[config.mk]
export PLATFORM = sky130hd
export DESIGN_NAME = aurb_register_bank
export DESIGN_NICKNAME = d
export VERILOG_FILES = /design/src/verilog/aurb_pkg.sv /design/src/verilog/aurb_register_bank.sv
export SDC_FILE = /design/constraint.sdc
export NUM_CORES = 1
export LEC_CHECK = 0
export BUFFER_PORTS_ARGS = -buffer_cell sky130_fd_sc_hd__buf_2
export CORE_ASPECT_RATIO = 1.25
export CORE_UTILIZATION = 40
export DETAILED_ROUTE_END_ITERATION = 12
export GPL_ROUTABILITY_DRIVEN = 0
export SETUP_SLACK_MARGIN = 0.3
export SLEW_MARGIN = 20
export SYNTH_ARGS = -nofsm -noshare
export SYNTH_HDL_FRONTEND = slang
export SYNTH_SLANG_ARGS = --single-unit
[constraint.sdc]
create_clock -name clk -period 3.6 [get_ports clk]
set_input_delay 0 -clock clk [delete_from_list [all_inputs] [get_ports clk]]
set_output_delay 0 -clock clk [all_outputs]
set_load 0.005 [all_outputs]
[src/verilog/aurb_pkg.sv]
package aurb_pkg;
  // ==========================================================================
  // register map
  localparam logic [3:0] ADDR_FLAGS_ZERO = 4'h0;
  localparam logic [3:0] ADDR_FLAGS_ONE  = 4'h1;
  localparam logic [3:0] ADDR_INSTANT    = 4'h2;
  localparam logic [3:0] ADDR_X_HIGH     = 4'h3;
  localparam logic [3:0] ADDR_X_LOW      = 4'h4;
  localparam logic [3:0] ADDR_Y_HIGH     = 4'h5;
  localparam logic [3:0] ADDR_Y_LOW      = 4'h6;
  localparam logic [3:0] ADDR_Z_HIGH     = 4'h7;
  localparam logic [3:0] ADDR_Z_LOW      = 4'h8;
  localparam logic [3:0] ADDR_TEMP       = 4'h9;
  localparam logic [3:0] ADDR_MASK_ZERO  = 4'hA;
  localparam logic [3:0] ADDR_MASK_ONE   = 4'hB;
  localparam logic [3:0] ADDR_DETECTION  = 4'hC;
  // ==========================================================================
  // field positions
  localparam int BIT_SOFT_RESET = 4;
  localparam int BIT_NEW_SAMPLE = 0;
  localparam int BIT_XY_CHANGE  = 6;
  localparam int BIT_Z_CHANGE   = 7;
  // ==========================================================================
  // reset values and constants
  localparam logic [7:0]  RESET_BYTE    = 8'h00;
  localparam logic [3:0]  SHAKE_CLR_MSK = 4'hF;
  localparam logic [7:0]  ZERO_NIBBLE   = 8'h00;
  localparam logic [11:0] ZERO_ACCEL    = 12'h000;
  // 0.375g at 1024 LSB/g
  localparam logic [11:0] XY_VALID_LSB  = 12'h180;
  localparam logic [7:0]  COUNT_BASE    = 8'h10;
  localparam logic [7:0]  COUNT_ONE     = 8'h01;
  // ==========================================================================
  // orientation filter states
  typedef enum logic [1:0] {
    FLT_IDLE  = 2'b01,
    FLT_COUNT = 2'b10
  } aurb_flt_t;
endpackage : aurb_pkg

[src/verilog/aurb_register_bank.sv]
// What this block does
// byte registers at addresses zero-twelve; thirteen-fifteen read zero
// addresses zero, one: read flags, write clears
// events set flags, sticky until cleared
// write one clears flag; zero leaves it
// flag zero bits zero-three: shake directions
// set shake flag blocks further axis detection
// bits six, seven: xy and z change
// filtered xy code in bits five-four
// xy updates only above 0.375g magnitude
// bits seven-six: tilt flag and z sign
// tilt sets flag, freezes xy updates
// commit orientation after consecutive valid readings
// bit zero set on new measurement
// soft reset bit resets core during transfer
// register two holds instantaneous orientation codes
// calibration loaded bit sticks at one
// x split across registers three, four
// y and z share x layout
// register nine holds temperature byte
// count code picks 16/32/64/128 readings
// active-low interrupt from masked flags
// address pointer advances after each byte
// constant zero flag bits read zero
// flags set regardless of masks
module aurb_register_bank (
  input  wire logic        clk,
  input  wire logic        reset_n,
  input  wire logic        busActive,
  input  wire logic        addrLoad,
  input  wire logic [7:0]  addrByte,
  input  wire logic        writeStrobe,
  input  wire logic [7:0]  writeData,
  input  wire logic        readStrobe,
  output logic      [7:0]  readData,
  input  wire logic        sampleValid,
  input  wire logic [11:0] xSample,
  input  wire logic [11:0] ySample,
  input  wire logic [11:0] zSample,
  input  wire logic [7:0]  tempSample,
  input  wire logic [3:0]  shakeDetect,
  input  wire logic        calibDone,
  output logic             irqOut,
  output logic             irqOutEn,
  output logic             softResetActive
);
  // ==========================================================================
  // helpers
  function automatic logic [11:0] absVal(input logic [11:0] v);
    absVal = v[11] ? 12'(-v) : v;
  endfunction : absVal

  function automatic logic [7:0] splitLow(input logic [11:0] v);
    splitLow = {v[3:0], aurb_pkg::ZERO_NIBBLE[3:0]};
  endfunction : splitLow

  // one write decode shared by clears, masks, detection and soft reset
  function automatic logic wrHit(input logic       strobe,
                                 input logic [3:0] ptr,
                                 input logic [3:0] addr);
    wrHit = strobe && (ptr == addr);
  endfunction : wrHit

  // ==========================================================================
  // soft reset holds the core while the transfer lasts
  logic [3:0] ptr_reg;
  logic [3:0] ptr_next;
  logic       softRst_reg;
  logic       softRst_next;
  logic       coreRst;
  always_comb begin
    softRst_next = softRst_reg;
    // soft reset hold
    if (wrHit(writeStrobe, ptr_reg, aurb_pkg::ADDR_FLAGS_ONE)
        && writeData[aurb_pkg::BIT_SOFT_RESET])
      softRst_next = 1'b1;
    else if (!busActive)
      softRst_next = 1'b0;
  end
  always_ff @(posedge clk or negedge reset_n) begin
    if (!reset_n) softRst_reg <= 1'b0;
    else          softRst_reg <= softRst_next;
  end
  assign coreRst         = softRst_reg;
  assign softResetActive = softRst_reg;

  // ==========================================================================
  // address pointer, kept out of soft reset so the transfer completes
  // a burst past fifteen wraps back to zero
  always_comb begin
    ptr_next = ptr_reg;
    // four-bit decode
    if (addrLoad) ptr_next = addrByte[3:0];
    // pointer advance
    else if (writeStrobe || readStrobe) ptr_next = 4'(ptr_reg + 4'h1);
  end
  always_ff @(posedge clk or negedge reset_n) begin
    if (!reset_n) ptr_reg <= 4'h0;
    else          ptr_reg <= ptr_next;
  end

  // ==========================================================================
  // core state
  logic [7:0]          flagsZero_reg;
  logic [7:0]          flagsZero_next;
  logic                newSample_reg;
  logic                newSample_next;
  logic [7:0]          maskZero_reg;
  logic [7:0]          maskZero_next;
  logic [7:0]          maskOne_reg;
  logic [7:0]          maskOne_next;
  logic [7:0]          detect_reg;
  logic [7:0]          detect_next;
  logic [11:0]         x_reg;
  logic [11:0]         x_next;
  logic [11:0]         y_reg;
  logic [11:0]         y_next;
  logic [11:0]         z_reg;
  logic [11:0]         z_next;
  logic [7:0]          temp_reg;
  logic [7:0]          temp_next;
  logic                calib_reg;
  logic                calib_next;
  logic [1:0]          fXy_reg;
  logic [1:0]          fXy_next;
  logic [1:0]          fZ_reg;
  logic [1:0]          fZ_next;
  logic [1:0]          candXy_reg;
  logic [1:0]          candXy_next;
  logic [1:0]          candZ_reg;
  logic [1:0]          candZ_next;
  logic [7:0]          cnt_reg;
  logic [7:0]          cnt_next;
  aurb_pkg::aurb_flt_t flt_reg;
  aurb_pkg::aurb_flt_t flt_next;
  logic [1:0]          iXy_reg;
  logic [1:0]          iXy_next;
  logic [1:0]          iZ_reg;
  logic [1:0]          iZ_next;

  logic        wrClear0;
  logic        wrClear1;
  logic [11:0] ax;
  logic [11:0] ay;
  logic        xyValid;
  logic [1:0]  measXy;
  logic [1:0]  measZ;
  logic [7:0]  needCount;
  logic [3:0]  shakeSet;

  assign wrClear0 = wrHit(writeStrobe, ptr_reg, aurb_pkg::ADDR_FLAGS_ZERO);
  assign wrClear1 = wrHit(writeStrobe, ptr_reg, aurb_pkg::ADDR_FLAGS_ONE);
  assign ax       = absVal(xSample);
  assign ay       = absVal(ySample);
  // magnitude threshold
  assign xyValid  = (ax > aurb_pkg::XY_VALID_LSB) || (ay > aurb_pkg::XY_VALID_LSB);
  // xy encoding
  assign measXy   = (ax >= ay) ? {xSample[11], 1'b0} : {ySample[11], 1'b1};
  // tilt and sign
  // tilt from xy magnitude at or below threshold
  assign measZ    = {!xyValid, zSample[11]};
  // count select
  assign needCount = 8'(aurb_pkg::COUNT_BASE << detect_reg[1:0]);
  // block while flag set
  assign shakeSet = shakeDetect & ~flagsZero_reg[3:0];

  // ==========================================================================
  // next state of flags, samples and orientation filter
  always_comb begin
    flagsZero_next = flagsZero_reg;
    newSample_next = newSample_reg;
    maskZero_next  = maskZero_reg;
    maskOne_next   = maskOne_reg;
    detect_next    = detect_reg;
    x_next = x_reg;
    y_next = y_reg;
    z_next = z_reg;
    temp_next   = temp_reg;
    calib_next  = calib_reg;
    fXy_next    = fXy_reg;
    fZ_next     = fZ_reg;
    candXy_next = candXy_reg;
    candZ_next  = candZ_reg;
    cnt_next    = cnt_reg;
    flt_next    = flt_reg;
    iXy_next    = iXy_reg;
    iZ_next     = iZ_reg;
    // clear by writing one
    if (wrClear0) flagsZero_next = flagsZero_reg & ~writeData;
    if (wrClear1 && writeData[aurb_pkg::BIT_NEW_SAMPLE]) newSample_next = 1'b0;
    if (wrHit(writeStrobe, ptr_reg, aurb_pkg::ADDR_MASK_ZERO)) maskZero_next = writeData;
    if (wrHit(writeStrobe, ptr_reg, aurb_pkg::ADDR_MASK_ONE))  maskOne_next  = writeData;
    if (wrHit(writeStrobe, ptr_reg, aurb_pkg::ADDR_DETECTION)) detect_next   = writeData;
    // sticky calibration
    if (calibDone) calib_next = 1'b1;
    // shake flags
    // sticky set; a clear of a set flag wins over a same-cycle shake
    // set ignores masks
    flagsZero_next[3:0] = flagsZero_next[3:0] | shakeSet;
    if (sampleValid) begin
      // new sample flag
      newSample_next = 1'b1;
      x_next    = xSample;
      y_next    = ySample;
      z_next    = zSample;
      temp_next = tempSample;
      // instantaneous codes
      if (xyValid) iXy_next = measXy;
      iZ_next = measZ;
      // consecutive filter
      case (flt_reg)
        aurb_pkg::FLT_IDLE: begin
          if ((xyValid && measXy != fXy_reg) || measZ != fZ_reg) begin
            candXy_next = xyValid ? measXy : fXy_reg;
            candZ_next  = measZ;
            cnt_next    = aurb_pkg::COUNT_ONE;
            flt_next    = aurb_pkg::FLT_COUNT;
          end
        end
        aurb_pkg::FLT_COUNT: begin
          if (measZ != candZ_reg || (xyValid && measXy != candXy_reg)) begin
            flt_next = aurb_pkg::FLT_IDLE;
          end else if (8'(cnt_reg + aurb_pkg::COUNT_ONE) >= needCount) begin
            // change flags
            if (candXy_reg != fXy_reg) flagsZero_next[aurb_pkg::BIT_XY_CHANGE] = 1'b1;
            if (candZ_reg != fZ_reg)   flagsZero_next[aurb_pkg::BIT_Z_CHANGE]  = 1'b1;
            fXy_next = candXy_reg;
            fZ_next  = candZ_reg;
            flt_next = aurb_pkg::FLT_IDLE;
          end else begin
            cnt_next = 8'(cnt_reg + aurb_pkg::COUNT_ONE);
          end
        end
        default: flt_next = aurb_pkg::FLT_IDLE;
      endcase
    end
    // reserved zeros
    flagsZero_next[5:4] = 2'b00;
  end

  // ==========================================================================
  // core registers: soft reset clears them as power-up does
  always_ff @(posedge clk or negedge reset_n) begin
    if (!reset_n) begin
      flagsZero_reg <= aurb_pkg::RESET_BYTE;
      newSample_reg <= 1'b0;
      maskZero_reg  <= aurb_pkg::RESET_BYTE;
      maskOne_reg   <= aurb_pkg::RESET_BYTE;
      detect_reg    <= aurb_pkg::RESET_BYTE;
      x_reg <= aurb_pkg::ZERO_ACCEL;
      y_reg <= aurb_pkg::ZERO_ACCEL;
      z_reg <= aurb_pkg::ZERO_ACCEL;
      temp_reg <= aurb_pkg::RESET_BYTE;
      calib_reg <= 1'b0;
      fXy_reg <= 2'b00;
      fZ_reg <= 2'b00;
      candXy_reg <= 2'b00;
      candZ_reg <= 2'b00;
      cnt_reg <= aurb_pkg::RESET_BYTE;
      flt_reg <= aurb_pkg::FLT_IDLE;
      iXy_reg <= 2'b00;
      iZ_reg <= 2'b00;
    end else if (coreRst) begin
      flagsZero_reg <= aurb_pkg::RESET_BYTE;
      newSample_reg <= 1'b0;
      maskZero_reg  <= aurb_pkg::RESET_BYTE;
      maskOne_reg   <= aurb_pkg::RESET_BYTE;
      detect_reg    <= aurb_pkg::RESET_BYTE;
      x_reg <= aurb_pkg::ZERO_ACCEL;
      y_reg <= aurb_pkg::ZERO_ACCEL;
      z_reg <= aurb_pkg::ZERO_ACCEL;
      temp_reg <= aurb_pkg::RESET_BYTE;
      calib_reg <= 1'b0;
      fXy_reg <= 2'b00;
      fZ_reg <= 2'b00;
      candXy_reg <= 2'b00;
      candZ_reg <= 2'b00;
      cnt_reg <= aurb_pkg::RESET_BYTE;
      flt_reg <= aurb_pkg::FLT_IDLE;
      iXy_reg <= 2'b00;
      iZ_reg <= 2'b00;
    end else begin
      flagsZero_reg <= flagsZero_next;
      newSample_reg <= newSample_next;
      maskZero_reg  <= maskZero_next;
      maskOne_reg   <= maskOne_next;
      detect_reg    <= detect_next;
      x_reg <= x_next;
      y_reg <= y_next;
      z_reg <= z_next;
      temp_reg <= temp_next;
      calib_reg <= calib_next;
      fXy_reg <= fXy_next;
      fZ_reg <= fZ_next;
      candXy_reg <= candXy_next;
      candZ_reg <= candZ_next;
      cnt_reg <= cnt_next;
      flt_reg <= flt_next;
      iXy_reg <= iXy_next;
      iZ_reg <= iZ_next;
    end
  end

  // ==========================================================================
  // read mux, registered so the byte is stable while shifted out
  logic [7:0] rd_reg, rd_next;
  logic [7:0] flagsOne;
  // zero bits three-one
  assign flagsOne = {fZ_reg, fXy_reg, 3'b000, newSample_reg};
  always_comb begin
    // flags on read
    // x split
    // y and z split
    // temperature
    case (ptr_next)
      aurb_pkg::ADDR_FLAGS_ZERO: rd_next = flagsZero_reg;
      aurb_pkg::ADDR_FLAGS_ONE:  rd_next = flagsOne;
      aurb_pkg::ADDR_INSTANT:    rd_next = {3'b000, calib_reg, iZ_reg, iXy_reg};
      aurb_pkg::ADDR_X_HIGH:     rd_next = x_reg[11:4];
      aurb_pkg::ADDR_X_LOW:      rd_next = splitLow(x_reg);
      aurb_pkg::ADDR_Y_HIGH:     rd_next = y_reg[11:4];
      aurb_pkg::ADDR_Y_LOW:      rd_next = splitLow(y_reg);
      aurb_pkg::ADDR_Z_HIGH:     rd_next = z_reg[11:4];
      aurb_pkg::ADDR_Z_LOW:      rd_next = splitLow(z_reg);
      aurb_pkg::ADDR_TEMP:       rd_next = temp_reg;
      aurb_pkg::ADDR_DETECTION:  rd_next = detect_reg;
      default:                   rd_next = aurb_pkg::RESET_BYTE;
    endcase
  end
  always_ff @(posedge clk or negedge reset_n) begin
    if (!reset_n) rd_reg <= aurb_pkg::RESET_BYTE;
    else          rd_reg <= rd_next;
  end
  assign readData = rd_reg;

  // ==========================================================================
  // open-drain interrupt: enable low pulls the pin low
  logic irqAny;
  // masked interrupt
  assign irqAny   = |(flagsZero_reg & maskZero_reg) | (newSample_reg & maskOne_reg[0]);
  assign irqOut   = 1'b0;
  assign irqOutEn = !irqAny;
endmodule : aurb_register_bank

==> flow_summary.toml <==
[worst_setup_path]
crit_type = "in -> reg"
r2r_setup_slack_ps = 410
r2r_cells = 11
crit_required_ps = 3840
path_max_fanout = 4
cp-start-kind = "input pin"
timing.rr.start = "cnt_reg[2]"
r2r-end = "cnt_reg[0]"
arrival_ps = 3590
end_kind = "flip-flop"

[routing]
wirelength_mm = 17.8
ant_nets = 0
dr_total_vias = 5584
dr.pass1.iters = 5
wl_per_cell_um = 17.3
drt-vias-per-instance = 5.43
drt_iter0_drc = 280
drc = 0

[yosys]
yosysWarningCount = 0
synth.yosys.seq_area_share = 0.404
synth_ff_type = "dfrtp_1"
synth-seq-cells = 101
synth.avg_cell_area_sq_um = 9.30
synthesis.area_sq_um = 6260
async_flop_share = 1.00
synth_fp_nets = 768
synth_cell_types = 75
synth_edf_count = 0
synth_cells = 673

[cts]
numCtsBuffers = 9
cts_tree = "yes"
cts_buffer_depth = 2
clk_pin_slew_ps = 70
cts-root-buf = "clkbuf_16"
ctsHtreeMaxLevel = 3
clock_latency_ps = 350
clock-sinks = 101

[global_route]
grt_first_pass_wirelength_mm = 29.0
grt_max_degree = 82
gr-usage-all-layers = 0.229
grt_pass1_vias = 5674
antenna_found_initial = 0
grt_overflow = 0

[timing]
setup_tns_ps = 0
fmax_mhz = 298
finClkSkew_ps = 8.66
fin_crit_ps = 3360
setup_viol = 0
slew_headroom = 0.298
tightestPinTransition_ps = 1040
rsz0062_at_grt = "true"
maxSlewViolCount = 0
fin_crit_sh = 0.932
hold_viol_final = 0
holdWs_ps = 19.9

[finish]
diodes = 0
syn_to_final_growth_pct = 29.6
fin_nets = 911
final_common_cell = "dfrtp_1"
final_cell_mix = "dfrtp_1, nor2_1, buf_2"
drive_gt1_frac = 0.252
post-route-cell-area_sq_um = 8110

[floorplanning]
start_util = 0.413
die_x_um = 114
io_pins = 83
die_area_sq_um = 16200
die_y_um = 142
rows = 50
core_sq_um = 15100

[worst_hold_path]
hp-class = "in -> reg"
min_path_cells = 3
min_to = "candZ_reg[0]"
min_from = "zSample[11]"

[pwr]
leakagePower_nw = 3.77
powerDensity_nw_per_um2 = 469
vdd_drop_max_uv = 275

[placed_design]
placement.io_buffers = 77
postPlaceCellArea_sq_um = 7160
dpl.hpwl_mm = 13.1

[job]
max-cap-violations = 0

[status]
status = "complete, no violations"
## where the power goes
group	internal, mW	switching, mW
logic	0.588	0.678
clock network	0.490	0.475
registers	1.37	0.205
total	2.44	1.36
## synth_stat cells, types with 3 or more instances
library cell / number / area share
o41ai_1: 3 / 0.0042
or2_2: 3 / 0.0030
clkbuf_1: 26 / 0.016
a311oi_1: 4 / 0.0056
inv_1: 20 / 0.012
xnor2_1: 13 / 0.018
buf_6: 4 / 0.0072
o21ai_0: 34 / 0.027
nand4_1: 3 / 0.0030
a221o_1: 3 / 0.0048
a211oi_1: 3 / 0.0036
buf_1: 6 / 0.0036
o31ai_1: 8 / 0.0096
nand2b_1: 10 / 0.010
a221oi_1: 5 / 0.0070
xor2_1: 19 / 0.027
nor4b_1: 4 / 0.0056
dfrtp_1: 100 / 0.40
nor3_1: 15 / 0.012
buf_2: 4 / 0.0032
o32ai_1: 3 / 0.0042
o21a_1: 5 / 0.0060
a31oi_1: 5 / 0.0050
nor2_1: 89 / 0.053
and3_1: 5 / 0.0050
a21oi_1: 36 / 0.029
a32oi_1: 3 / 0.0042
nor4bb_1: 3 / 0.0048
a22oi_1: 7 / 0.0084
ha_1: 23 / 0.046
mux2i_1: 67 / 0.11
nand2_1: 68 / 0.041
nor2b_1: 3 / 0.0030
nand3_1: 17 / 0.014
## per-stage QoR
stage,setup slack [ps],util,total power [mW],cells
3_3_place_gp,-145,0.473,2.66,970
5_1_grt,87.2,0.536,4.03,1029
6_report,243,0.536,3.80,1029
3_5_place_dp,-274,0.473,2.71,970
2_1_floorplan,4.92,-,2.26,673
4_1_cts,251,0.523,3.74,1025
## cell type report
class	count	area, sq um
timing repair buffer	173	1240
clock buffer	9	225
inverter	21	81.3
tap	208	260
sequential	101	2530
clock inverter	7	68.8
multi-input combinational	510	3700
fill	1431	7030
## critical path, cell delays in order
cell and delay [ps]:
buf_2 110, or4_4 550, nor3_4 200, nand2b_4 160, xor2_1 70, ha_1 300
nand4_1 110, nor3_2 200, a21oi_2 100, buf_4 160, a221oi_4 330, a211oi_4 100
xor2_1 190, a221oi_2 220, buf_4 180, a211oi_4 40, or2_4 280, mux2_4 310
## worst max-delay path by stage
stage | from | end | depth (start not counted) | slack [ps]
2_1_floorplan | xSample[3] | cnt_reg[0] | 17 | 5
3_3_place_gp | ySample[0] | fZ_reg[0] | 19 | -140
3_5_place_dp | ySample[0] | fZ_reg[0] | 18 | -270
4_1_cts | ySample[3] | fZ_reg[0] | 17 | 250
5_1_grt | ySample[6] | fXy_reg[1] | 17 | 90
6_report | ySample[6] | cnt_reg[0] | 18 | 240
## routing by layer
layer,up-vias,share of wire,GRT usage
met2,120,0.50,0.406
li1,2695,-,-
met1,2744,0.45,0.287
met4,0,0.020,0.0602
met5,-,0,0
met3,25,0.030,0.0372
## repair_timing
item                                    4_1_cts  5_1_grt
hold buffers                                 36        0
endpoints found under the setup margin       18       20
buffers inserted                              3        4
endpoints found under the hold margin       122        0
gates resized for setup                      18       40
pin swaps                                     9       22
## cells by family after synthesis
group	share of synthesized area
other	0.000599
AND/OR/NAND/NOR	0.172
multiplexers	0.111
XOR/XNOR	0.0474
AO/OA/AOI/OAI	0.175
buffers and inverters	0.0434
adder cells (fa/ha/maj)	0.0460
flip-flops	0.404
Note: power is estimated with default switching activity, not from simulation.
